### src/shared/scss_params.svh
`ifndef SCSS_PARAMS_SVH
`define SCSS_PARAMS_SVH

// Register byte offsets
`define SCSS_SYSCTL_ADDR 8'h00
`define SCSS_FRCCTL_ADDR 8'h04
`define SCSS_FXTCTL_ADDR 8'h08
`define SCSS_SXTCTL_ADDR 8'h0C
`define SCSS_STATUS_ADDR 8'h10
`define SCSS_SUBFREQ_ADDR 8'h14

// System clock control fields
`define SCSS_DIV_MSB 7
`define SCSS_DIV_LSB 5
`define SCSS_FAST_SEL_BIT 3
`define SCSS_LOW_SEL_BIT 2
`define SCSS_FAST_IDLE_BIT 1
`define SCSS_SUB_IDLE_BIT 0
`define SCSS_DIV_SUB_CODE 3'h7

// Oscillator control fields
`define SCSS_FRC_FREQ_MSB 3
`define SCSS_FRC_FREQ_LSB 2
`define SCSS_RUN_FLAG_BIT 1
`define SCSS_ENABLE_BIT 0
`define SCSS_PIN_MUX_BIT 2

// Reset values
`define SCSS_SYSCTL_RST 8'h00
`define SCSS_FRCCTL_RST 4'h1
`define SCSS_FXTCTL_RST 1'h0
`define SCSS_SXTCTL_RST 2'h0

// Slow crystal start-up, in crystal periods
`define SCSS_LXT_START_TICKS 10'h3FF

// Nominal frequencies in Hz
`define SCSS_LXT_HZ 32'h0000_8000
`define SCSS_SLOW_RC_OSC_HZ 32'h0000_7D00
`define SCSS_FRC_8M_HZ 32'h007A_1200
`define SCSS_FRC_12M_HZ 32'h00B7_1B00
`define SCSS_FRC_16M_HZ 32'h00F4_2400

`endif

### src/shared/scss_pkg.sv
package scss_pkg;

  // Clock path selection, changed only on a safe boundary
  typedef struct packed {
    logic [2:0] div_sel;
    logic fast_sel;
    logic low_sel;
  } scss_sel_s;

  // Latched AHB address phase
  typedef struct packed {
    logic [7:0] addr;
    logic write;
  } scss_ap_s;

  typedef enum logic {
    SW_RUN,
    SW_WAIT
  } scss_sw_e;

endpackage

### src/rtl/scss_top.sv
`timescale 1ns/1ns
`default_nettype none
`include "scss_params.svh"

module scss_top (
  // Clock, reset, enable
  input wire logic ref_clk,
  input wire logic rst_n,
  input wire logic clk_en,
  // AHB-Lite slave
  input wire logic hsel,
  input wire logic [31:0] haddr,
  input wire logic [1:0] htrans,
  input wire logic hwrite,
  input wire logic [2:0] hsize,
  input wire logic [31:0] hwdata,
  input wire logic hready,
  output logic [31:0] hrdata,
  output logic hreadyout,
  output logic hresp,
  // Oscillator levels
  input wire logic fast_crystal_osc,
  input wire logic fast_rc_osc,
  input wire logic slow_crystal_osc,
  input wire logic slow_rc_osc,
  // Power mode request
  input wire logic cpu_halt,
  // Clock outputs
  output logic sysclk_out,
  output logic sub_clk_out,
  // Oscillator controls
  output logic fast_rc_run,
  output logic [1:0] fast_rc_freq_sel,
  output logic fast_xtal_run,
  output logic slow_xtal_run,
  output logic slow_xtal_pins_osc
);

  // Level of the fast source named by sel
  function automatic logic fast_of(input logic sel, input logic xt, input logic rc);
    fast_of = sel ? xt : rc;
  endfunction

  // Level at the system clock mux for one selection
  function automatic logic path_lvl(input scss_pkg::scss_sel_s s, input logic fast,
                                    input logic sub, input logic [5:0] cnt);
    logic [6:0] taps;
    taps = {cnt, fast};
    if (s.div_sel == `SCSS_DIV_SUB_CODE)
      path_lvl = sub;
    else
      path_lvl = taps[s.div_sel];
  endfunction

  // Software registers
  logic [7:0] sysctl_q;
  logic [3:0] frcctl_q;
  logic fxt_en_q;
  logic [1:0] sxtctl_q;
  scss_pkg::scss_ap_s ap_q;
  logic wr_pend_q;
  logic [31:0] hrdata_q;

  // Clock path state
  scss_pkg::scss_sel_s sel_q;
  scss_pkg::scss_sw_e sw_q;
  logic [5:0] div_cnt_q;
  logic fast_prev_q;
  logic gate_q;
  logic sub_gate_q;
  logic sysclk_q;
  logic sub_clk_q;
  logic [9:0] lxt_cnt_q;
  logic lxt_ready_q;
  logic lxt_prev_q;
  logic fast_rc_run_q;
  logic fast_xt_run_q;
  logic slow_xt_run_q;
  logic pins_osc_q;

  // Bus decode
  wire ap_valid = hsel && hready && htrans[1];
  wire [7:0] ap_addr = {haddr[7:2], 2'h0};
  wire wr_sysctl = wr_pend_q && (ap_q.addr == `SCSS_SYSCTL_ADDR);
  wire wr_frcctl = wr_pend_q && (ap_q.addr == `SCSS_FRCCTL_ADDR);
  wire wr_fxtctl = wr_pend_q && (ap_q.addr == `SCSS_FXTCTL_ADDR);
  wire wr_sxtctl = wr_pend_q && (ap_q.addr == `SCSS_SXTCTL_ADDR);

  // Target selection from software
  scss_pkg::scss_sel_s tgt_sel;
  assign tgt_sel.div_sel = sysctl_q[`SCSS_DIV_MSB:`SCSS_DIV_LSB];
  assign tgt_sel.fast_sel = sysctl_q[`SCSS_FAST_SEL_BIT];
  assign tgt_sel.low_sel = sysctl_q[`SCSS_LOW_SEL_BIT];
  wire fast_idle_en = sysctl_q[`SCSS_FAST_IDLE_BIT];
  wire sub_idle_en = sysctl_q[`SCSS_SUB_IDLE_BIT];
  wire lxt_en = sxtctl_q[`SCSS_ENABLE_BIT];
  wire pin_mux = sxtctl_q[1];

  // Source levels; slow crystal counts as silent until started
  wire lxt_lvl = lxt_ready_q && slow_crystal_osc;
  wire cur_fast = fast_of(sel_q.fast_sel, fast_crystal_osc, fast_rc_osc);
  wire new_fast = fast_of(tgt_sel.fast_sel, fast_crystal_osc, fast_rc_osc);
  wire cur_sub = sel_q.low_sel ? lxt_lvl : slow_rc_osc;
  wire new_sub = tgt_sel.low_sel ? lxt_lvl : slow_rc_osc;
  wire cur_lvl = path_lvl(sel_q, cur_fast, cur_sub, div_cnt_q);
  wire new_lvl = path_lvl(tgt_sel, new_fast, new_sub, div_cnt_q);
  wire fast_tick = cur_fast && !fast_prev_q;
  wire lxt_tick = slow_crystal_osc && !lxt_prev_q;

  // Both sides low means no pulse is cut short
  wire sw_go = (sw_q == scss_pkg::SW_WAIT) && !cur_lvl && !new_lvl;
  wire on_sub = sel_q.div_sel == `SCSS_DIV_SUB_CODE;
  wire fast_keep = sel_q.fast_sel ? fxt_en_q : frcctl_q[`SCSS_ENABLE_BIT];
  wire fast_need = cpu_halt ? fast_idle_en : (!on_sub || fast_keep);
  wire lxt_start_done = lxt_cnt_q == `SCSS_LXT_START_TICKS;

  // Read mux
  logic [31:0] rd_data;
  logic [31:0] sub_hz;
  assign sub_hz = sel_q.low_sel ? `SCSS_LXT_HZ : `SCSS_SLOW_RC_OSC_HZ;
  always_comb
  begin
    rd_data = 32'h0000_0000;
    case (ap_addr)
      `SCSS_SYSCTL_ADDR: rd_data = {24'h00_0000, sysctl_q};
      `SCSS_FRCCTL_ADDR: rd_data = {28'h000_0000, frcctl_q[3:2], fast_rc_run_q, frcctl_q[0]};
      `SCSS_FXTCTL_ADDR: rd_data = {30'h0000_0000, fast_xt_run_q, fxt_en_q};
      `SCSS_SXTCTL_ADDR: rd_data = {29'h0000_0000, pin_mux, lxt_ready_q, lxt_en};
      `SCSS_STATUS_ADDR: rd_data = {25'h000_0000, !gate_q, sw_q == scss_pkg::SW_WAIT, sel_q};
      `SCSS_SUBFREQ_ADDR: rd_data = sub_hz;
      default: rd_data = 32'h0000_0000;
    endcase
  end

  // Next state of the switch machine
  scss_pkg::scss_sw_e sw_d;
  always_comb
  begin
    case (sw_q)
      scss_pkg::SW_RUN: sw_d = (tgt_sel != sel_q) ? scss_pkg::SW_WAIT : scss_pkg::SW_RUN;
      scss_pkg::SW_WAIT: sw_d = sw_go ? scss_pkg::SW_RUN : scss_pkg::SW_WAIT;
      default: sw_d = scss_pkg::SW_RUN;
    endcase
  end

  // Bus slave: zero wait states, always OKAY
  always_ff @(posedge ref_clk or negedge rst_n)
  begin
    if (!rst_n)
    begin
      ap_q <= '0;
      wr_pend_q <= 1'b0;
      hrdata_q <= 32'h0000_0000;
    end
    else if (clk_en)
    begin
      wr_pend_q <= ap_valid && hwrite;
      if (ap_valid)
        ap_q <= '{addr: ap_addr, write: hwrite};
      if (ap_valid && !hwrite)
        hrdata_q <= rd_data;
    end
  end

  // Software registers
  always_ff @(posedge ref_clk or negedge rst_n)
  begin
    if (!rst_n)
    begin
      sysctl_q <= `SCSS_SYSCTL_RST;
      frcctl_q <= `SCSS_FRCCTL_RST;
      fxt_en_q <= `SCSS_FXTCTL_RST;
      sxtctl_q <= `SCSS_SXTCTL_RST;
    end
    else if (clk_en)
    begin
      if (wr_sysctl)
        sysctl_q <= {hwdata[7:5], 1'b0, hwdata[3:0]};
      if (wr_frcctl)
        frcctl_q <= {hwdata[3:2], 1'b0, hwdata[0]};
      if (wr_fxtctl)
        fxt_en_q <= hwdata[`SCSS_ENABLE_BIT];
      if (wr_sxtctl)
        sxtctl_q <= {hwdata[`SCSS_PIN_MUX_BIT], hwdata[`SCSS_ENABLE_BIT]};
    end
  end

  // Divider counts rising edges of the live fast source
  always_ff @(posedge ref_clk or negedge rst_n)
  begin
    if (!rst_n)
    begin
      div_cnt_q <= 6'h00;
      fast_prev_q <= 1'b0;
    end
    else if (clk_en)
    begin
      fast_prev_q <= cur_fast;
      if (fast_tick)
        div_cnt_q <= div_cnt_q + 6'h01;
    end
  end

  // Glitch-free selection and gating
  always_ff @(posedge ref_clk or negedge rst_n)
  begin
    if (!rst_n)
    begin
      sel_q <= '0;
      sw_q <= scss_pkg::SW_RUN;
      gate_q <= 1'b1;
      sub_gate_q <= 1'b1;
      sysclk_q <= 1'b0;
      sub_clk_q <= 1'b0;
    end
    else if (clk_en)
    begin
      sw_q <= sw_d;
      if (sw_go)
        sel_q <= tgt_sel;
      if (!cur_lvl)
        gate_q <= !cpu_halt;
      if (!cur_sub)
        sub_gate_q <= !cpu_halt || sub_idle_en;
      sysclk_q <= cur_lvl && gate_q && !sw_go;
      sub_clk_q <= cur_sub && sub_gate_q;
    end
  end

  // Slow crystal start-up; counts crystal periods, not ref_clk
  always_ff @(posedge ref_clk or negedge rst_n)
  begin
    if (!rst_n)
    begin
      lxt_cnt_q <= 10'h000;
      lxt_ready_q <= 1'b0;
      lxt_prev_q <= 1'b0;
    end
    else if (clk_en)
    begin
      lxt_prev_q <= slow_crystal_osc;
      if (!slow_xt_run_q)
      begin
        lxt_cnt_q <= 10'h000;
        lxt_ready_q <= 1'b0;
      end
      else if (lxt_tick && !lxt_start_done)
        lxt_cnt_q <= lxt_cnt_q + 10'h001;
      else if (lxt_start_done)
        lxt_ready_q <= 1'b1;
    end
  end

  // Oscillator enables; fast one held while its path is live
  always_ff @(posedge ref_clk or negedge rst_n)
  begin
    if (!rst_n)
    begin
      fast_rc_run_q <= 1'b1;
      fast_xt_run_q <= 1'b0;
      slow_xt_run_q <= 1'b0;
      pins_osc_q <= 1'b0;
    end
    else if (clk_en)
    begin
      fast_rc_run_q <= !sel_q.fast_sel && fast_need;
      fast_xt_run_q <= sel_q.fast_sel && fast_need;
      slow_xt_run_q <= lxt_en && pin_mux;
      pins_osc_q <= pin_mux;
    end
  end

  assign hrdata = hrdata_q;
  assign hreadyout = 1'b1;
  assign hresp = 1'b0;
  assign sysclk_out = sysclk_q;
  assign sub_clk_out = sub_clk_q;
  assign fast_rc_run = fast_rc_run_q;
  assign fast_rc_freq_sel = frcctl_q[`SCSS_FRC_FREQ_MSB:`SCSS_FRC_FREQ_LSB];
  assign fast_xtal_run = fast_xt_run_q;
  assign slow_xtal_run = slow_xt_run_q;
  assign slow_xtal_pins_osc = pins_osc_q;
endmodule

`default_nettype wire

### config.mk
export PLATFORM = sky130hd
export DESIGN_NAME = scss_top
export DESIGN_NICKNAME = d
export VERILOG_FILES = /design/src/shared/scss_pkg.sv /design/src/rtl/scss_top.sv
export VERILOG_INCLUDE_DIRS = /design/src /design/src/shared
export SDC_FILE = /design/constraint.sdc
export NUM_CORES = 1
export LEC_CHECK = 0
export ABC_AREA = 1
export BUFFER_PORTS_ARGS = -buffer_cell sky130_fd_sc_hd__buf_2
export CAP_MARGIN = 20
export CORE_AREA = 2 2 97 99
export DETAILED_ROUTE_END_ITERATION = 10
export DIE_AREA = 0 0 99 101
export PLACE_DENSITY = 0.79
export SETUP_SLACK_MARGIN = 0.4
export SLEW_MARGIN = 25
export SYNTH_ARGS = -nofsm -noshare
export SYNTH_HDL_FRONTEND = slang
export SYNTH_SLANG_ARGS = --single-unit
### constraint.sdc
create_clock -name ref_clk -period 1.43 [get_ports ref_clk]
set_clock_uncertainty 0.05 [all_clocks]
set_input_delay 0.143 -clock ref_clk [delete_from_list [all_inputs] [get_ports ref_clk]]
set_output_delay 0.143 -clock ref_clk [all_outputs]
set_load 0.01 [all_outputs]
==> metrics <==
clock sink total 63; Site Rows 35; 1st-pass router iterations 5; internal power 4026 µW; power share of the clock group 21.4%; final period utilization 109.5%; Seq pwr share 37.8%; ANT cells 0; WHS Endpoint sysctl_q[6]; leakage 0.002529 µW; Die Wd 99 µm; Slowest-stage cell, CP dfrtp_1; largest net degree at the start of global routing 64; Core Util, Final 56.57%; cells after synthesis 438; core footprint 8977 µm²; post-DR vias/cell 5.161; Yosys reg bits 63; setup ws final -135.3 ps; WP data required 1650 ps; WP data arrival 1780 ps; total die area 9999 µm²; layout cells sized above 1 47.09%; hold path depth 3; crit path kind reg2reg; # DRC 0; vias in the first global route 3,425; CP cell instances ha_2 > nand2_2 > inv_2 > nand2_4 > nor2_4 > nand2_4 > nand2_8 > nand2_8 > nand3_2 > nand2_1 > nor2_1; Final min period 1565 ps; initial antenna violation count 0; routability cong. 0.9310; Worst R2R End lxt_cnt_q[7]; total gr overflow 0; Post-Syn Area 3473 µm²; port buffer count 47; Worst R2R Setup Slack -140 ps; H-tree levels 3; DR WL/cell 15.47 µm; clock-pin slew on the worst setup and hold paths 70 ps; Max Cap Viol 0; YS warnings 0; CTS buffer count 9; switching part of the total 38.87%; Total GRT Usage 20.15%; first-pass GRT wire length 16,060 µm; Longest Clk Path Bufs 2; number of synthesized flops with an enable pin 0; via count 3,499; worst-skew pair later-pin latency 350 ps; most frequent cells in the layout 79 x nand2_1, 60 x buf_4, 55 x dfrtp_1; Slew Viols, Final 0; Async S/R FF share, synth 100.0%; CP max FO 5; final hold vios 0; Total Nets Final 644; sw power 2560 µW; Initial Utilization 38.69%; CTS tree built; WL final 10,490 µm; Comb pwr share 40.7%; Final Total Pwr 6586 µW; Top Ports 122; fill count 745; initial DRC count 208; commonest non-fill, non-tap cell in the layout nand2_1; Peak VDD IR 624.1 µV; status finished with violations; top cell family by delay on the critical path simple AND/OR/NAND/NOR gates; dpl hpwl 6340 µm; RSZ-0062 raised after global routing true; worst r2r src lxt_cnt_q[1]; Cell Pwr Density 1297 nW/µm²; FF-to-FF path depth 11; Peak Freq 638.9 MHz; Yosys cell types 38; failing checks setup timing; Synth Flop Type dfrtp_1; sequential share of the synthesized area 45.53%; Mapped Avg Cell Area 7.930 µm²; die height 101 µm; setup TNS -1297 ps; crit end category flop; Tightest Hold Check Type in2reg; setup violators final 16; clock root cell clkbuf_8; Slowest Stage Delay on Critical Path 360 ps; hold wc startpoint hwdata[6]; WP buf/inv 1; area delta synth->final 46.22%; Critical Path Start Type flop; antenna viol nets, final 0
-- registers in the layout, indices dropped and copies added (netlist names) --
signal / count
fast_rc_run: 1
wr_pend_q: 1
div_cnt_q: 6
fast_prev_q: 1
sysctl_q: 7
gate_q: 1
frcctl_q: 3
fxt_en_q: 1
hrdata: 10
lxt_ready_q: 1
lxt_cnt_q: 10
sysclk_out: 1
sub_gate_q: 1
sw_q: 1
sel_q: 5
sub_clk_out: 1
ap_q: 6
lxt_prev_q: 1
fast_xtal_run: 1
sxtctl_q: 2
slow_xtal_run: 1
slow_xtal_pins_osc: 1
-- cell type report --
cell class | count | area [µm²] | area share (%)
multi-input combinational | 308 | 2019 | 39.76
sequential | 63 | 1587 | 31.24
timing repair buffer | 128 | 959.7 | 18.90
inverter | 52 | 202.7 | 3.991
clock buffer | 15 | 166.4 | 3.277
tap | 111 | 138.9 | 2.735
clock inverter | 1 | 5.005 | 0.09855
-- synthesized netlist by cell type (2+ instances only) --
cell type	instances	area, µm²
dfstp_2	4	105.1
inv_2	10	37.54
o31ai_1	3	22.52
nor3_1	10	50.05
nand2_1	105	394.1
o21ai_2	4	35.03
xor2_1	8	70.07
nand3_2	3	30.03
o21bai_1	5	37.54
a22oi_1	3	22.52
ha_1	2	25.02
buf_4	26	195.2
a21oi_1	19	95.09
clkbuf_1	2	7.510
nand2_2	3	18.77
nor2_1	32	120.1
o21ai_0	7	35.03
o21a_1	2	15.01
nor2_2	3	18.77
conb_1	2	7.510
nand3b_1	2	15.01
dfrtp_1	59	1476
o21ai_1	26	130.1
nand4_2	2	25.02
inv_1	42	157.7
nand4_1	6	37.54
nand3_1	33	165.2
buf_2	5	25.02
-- cells by family (layout without fill, tap and decap cells) --
kind of cell,count (synthesis),count (layout),synth area share (%)
AO/OA/AOI/OAI,72,72,12.07
other,2,19,0.2162
flip-flops,63,63,45.53
XOR/XNOR,9,9,2.270
adder cells (fa/ha/maj),2,2,0.7203
buffers and inverters,86,196,12.50
AND/OR/NAND/NOR,204,206,26.69
-- through the flow --
stage | hold slack, ps | setup slack (ps) | instances | instance area, µm²
floorplan | -202.6 | -108.3 | 455 | 3613
global placement | 129.6 | -110.2 | 613 | 4004
detailed placement | 135.2 | -158.3 | 613 | 4004
CTS | 0.6543 | -111.7 | 658 | 4697
global route | 26.98 | -243.2 | 678 | 5079
finish | 8.813 | -135.3 | 678 | 5079
-- worst max-delay path by stage --
stage / start / to / slack (ps) / cells after the start
global route: lxt_cnt_q[0] / lxt_cnt_q[6] / -240 / 10
finish: lxt_cnt_q[1] / lxt_cnt_q[7] / -140 / 11
CTS: lxt_cnt_q[0] / lxt_cnt_q[2] / -110 / 10
global placement: lxt_cnt_q[0] / lxt_cnt_q[3] / -110 / 11
floorplan: lxt_cnt_q[0] / lxt_cnt_q[4] / -110 / 11
detailed placement: lxt_cnt_q[0] / lxt_cnt_q[7] / -160 / 11
-- power by group through the flow --
stage	clock network (µW)	logic, µW	registers [µW]
floorplan	0	1140	2410
global placement	0	1670	2450
detailed placement	0	1710	2470
global route	1490	2910	2520
CTS	1410	2150	2470
finish	1410	2680	2490
-- worst reg2reg max path, stage by stage, from the launching register on --
cell,delay [ps]
dfrtp_1,360
ha_2,200
nand2_2,70
inv_2,80
nand2_4,60
nor2_4,110
nand2_4,80
nand2_8,120
nand2_8,90
nand3_2,90
nand2_1,50
nor2_1,130
-- timing repair --
action	in CTS	in global routing
hold buffers	4	0
pin swaps	27	24
resized for setup	79	58
buffers inserted	23	20
hold endpoints to repair	62	0
gates cloned	2	0
endpoints found under the setup margin	68	73
-- per-layer routing --
layer	vias to the layer above	GRT usage [%]	part of all wire, %
met2	151	34.41	51
met1	1677	24.98	39
met3	41	4.230	5.9
li1	1630	-	-
met4	0	8.008	3.4
met5	-	0	0
(Power assumes the default switching activity.)
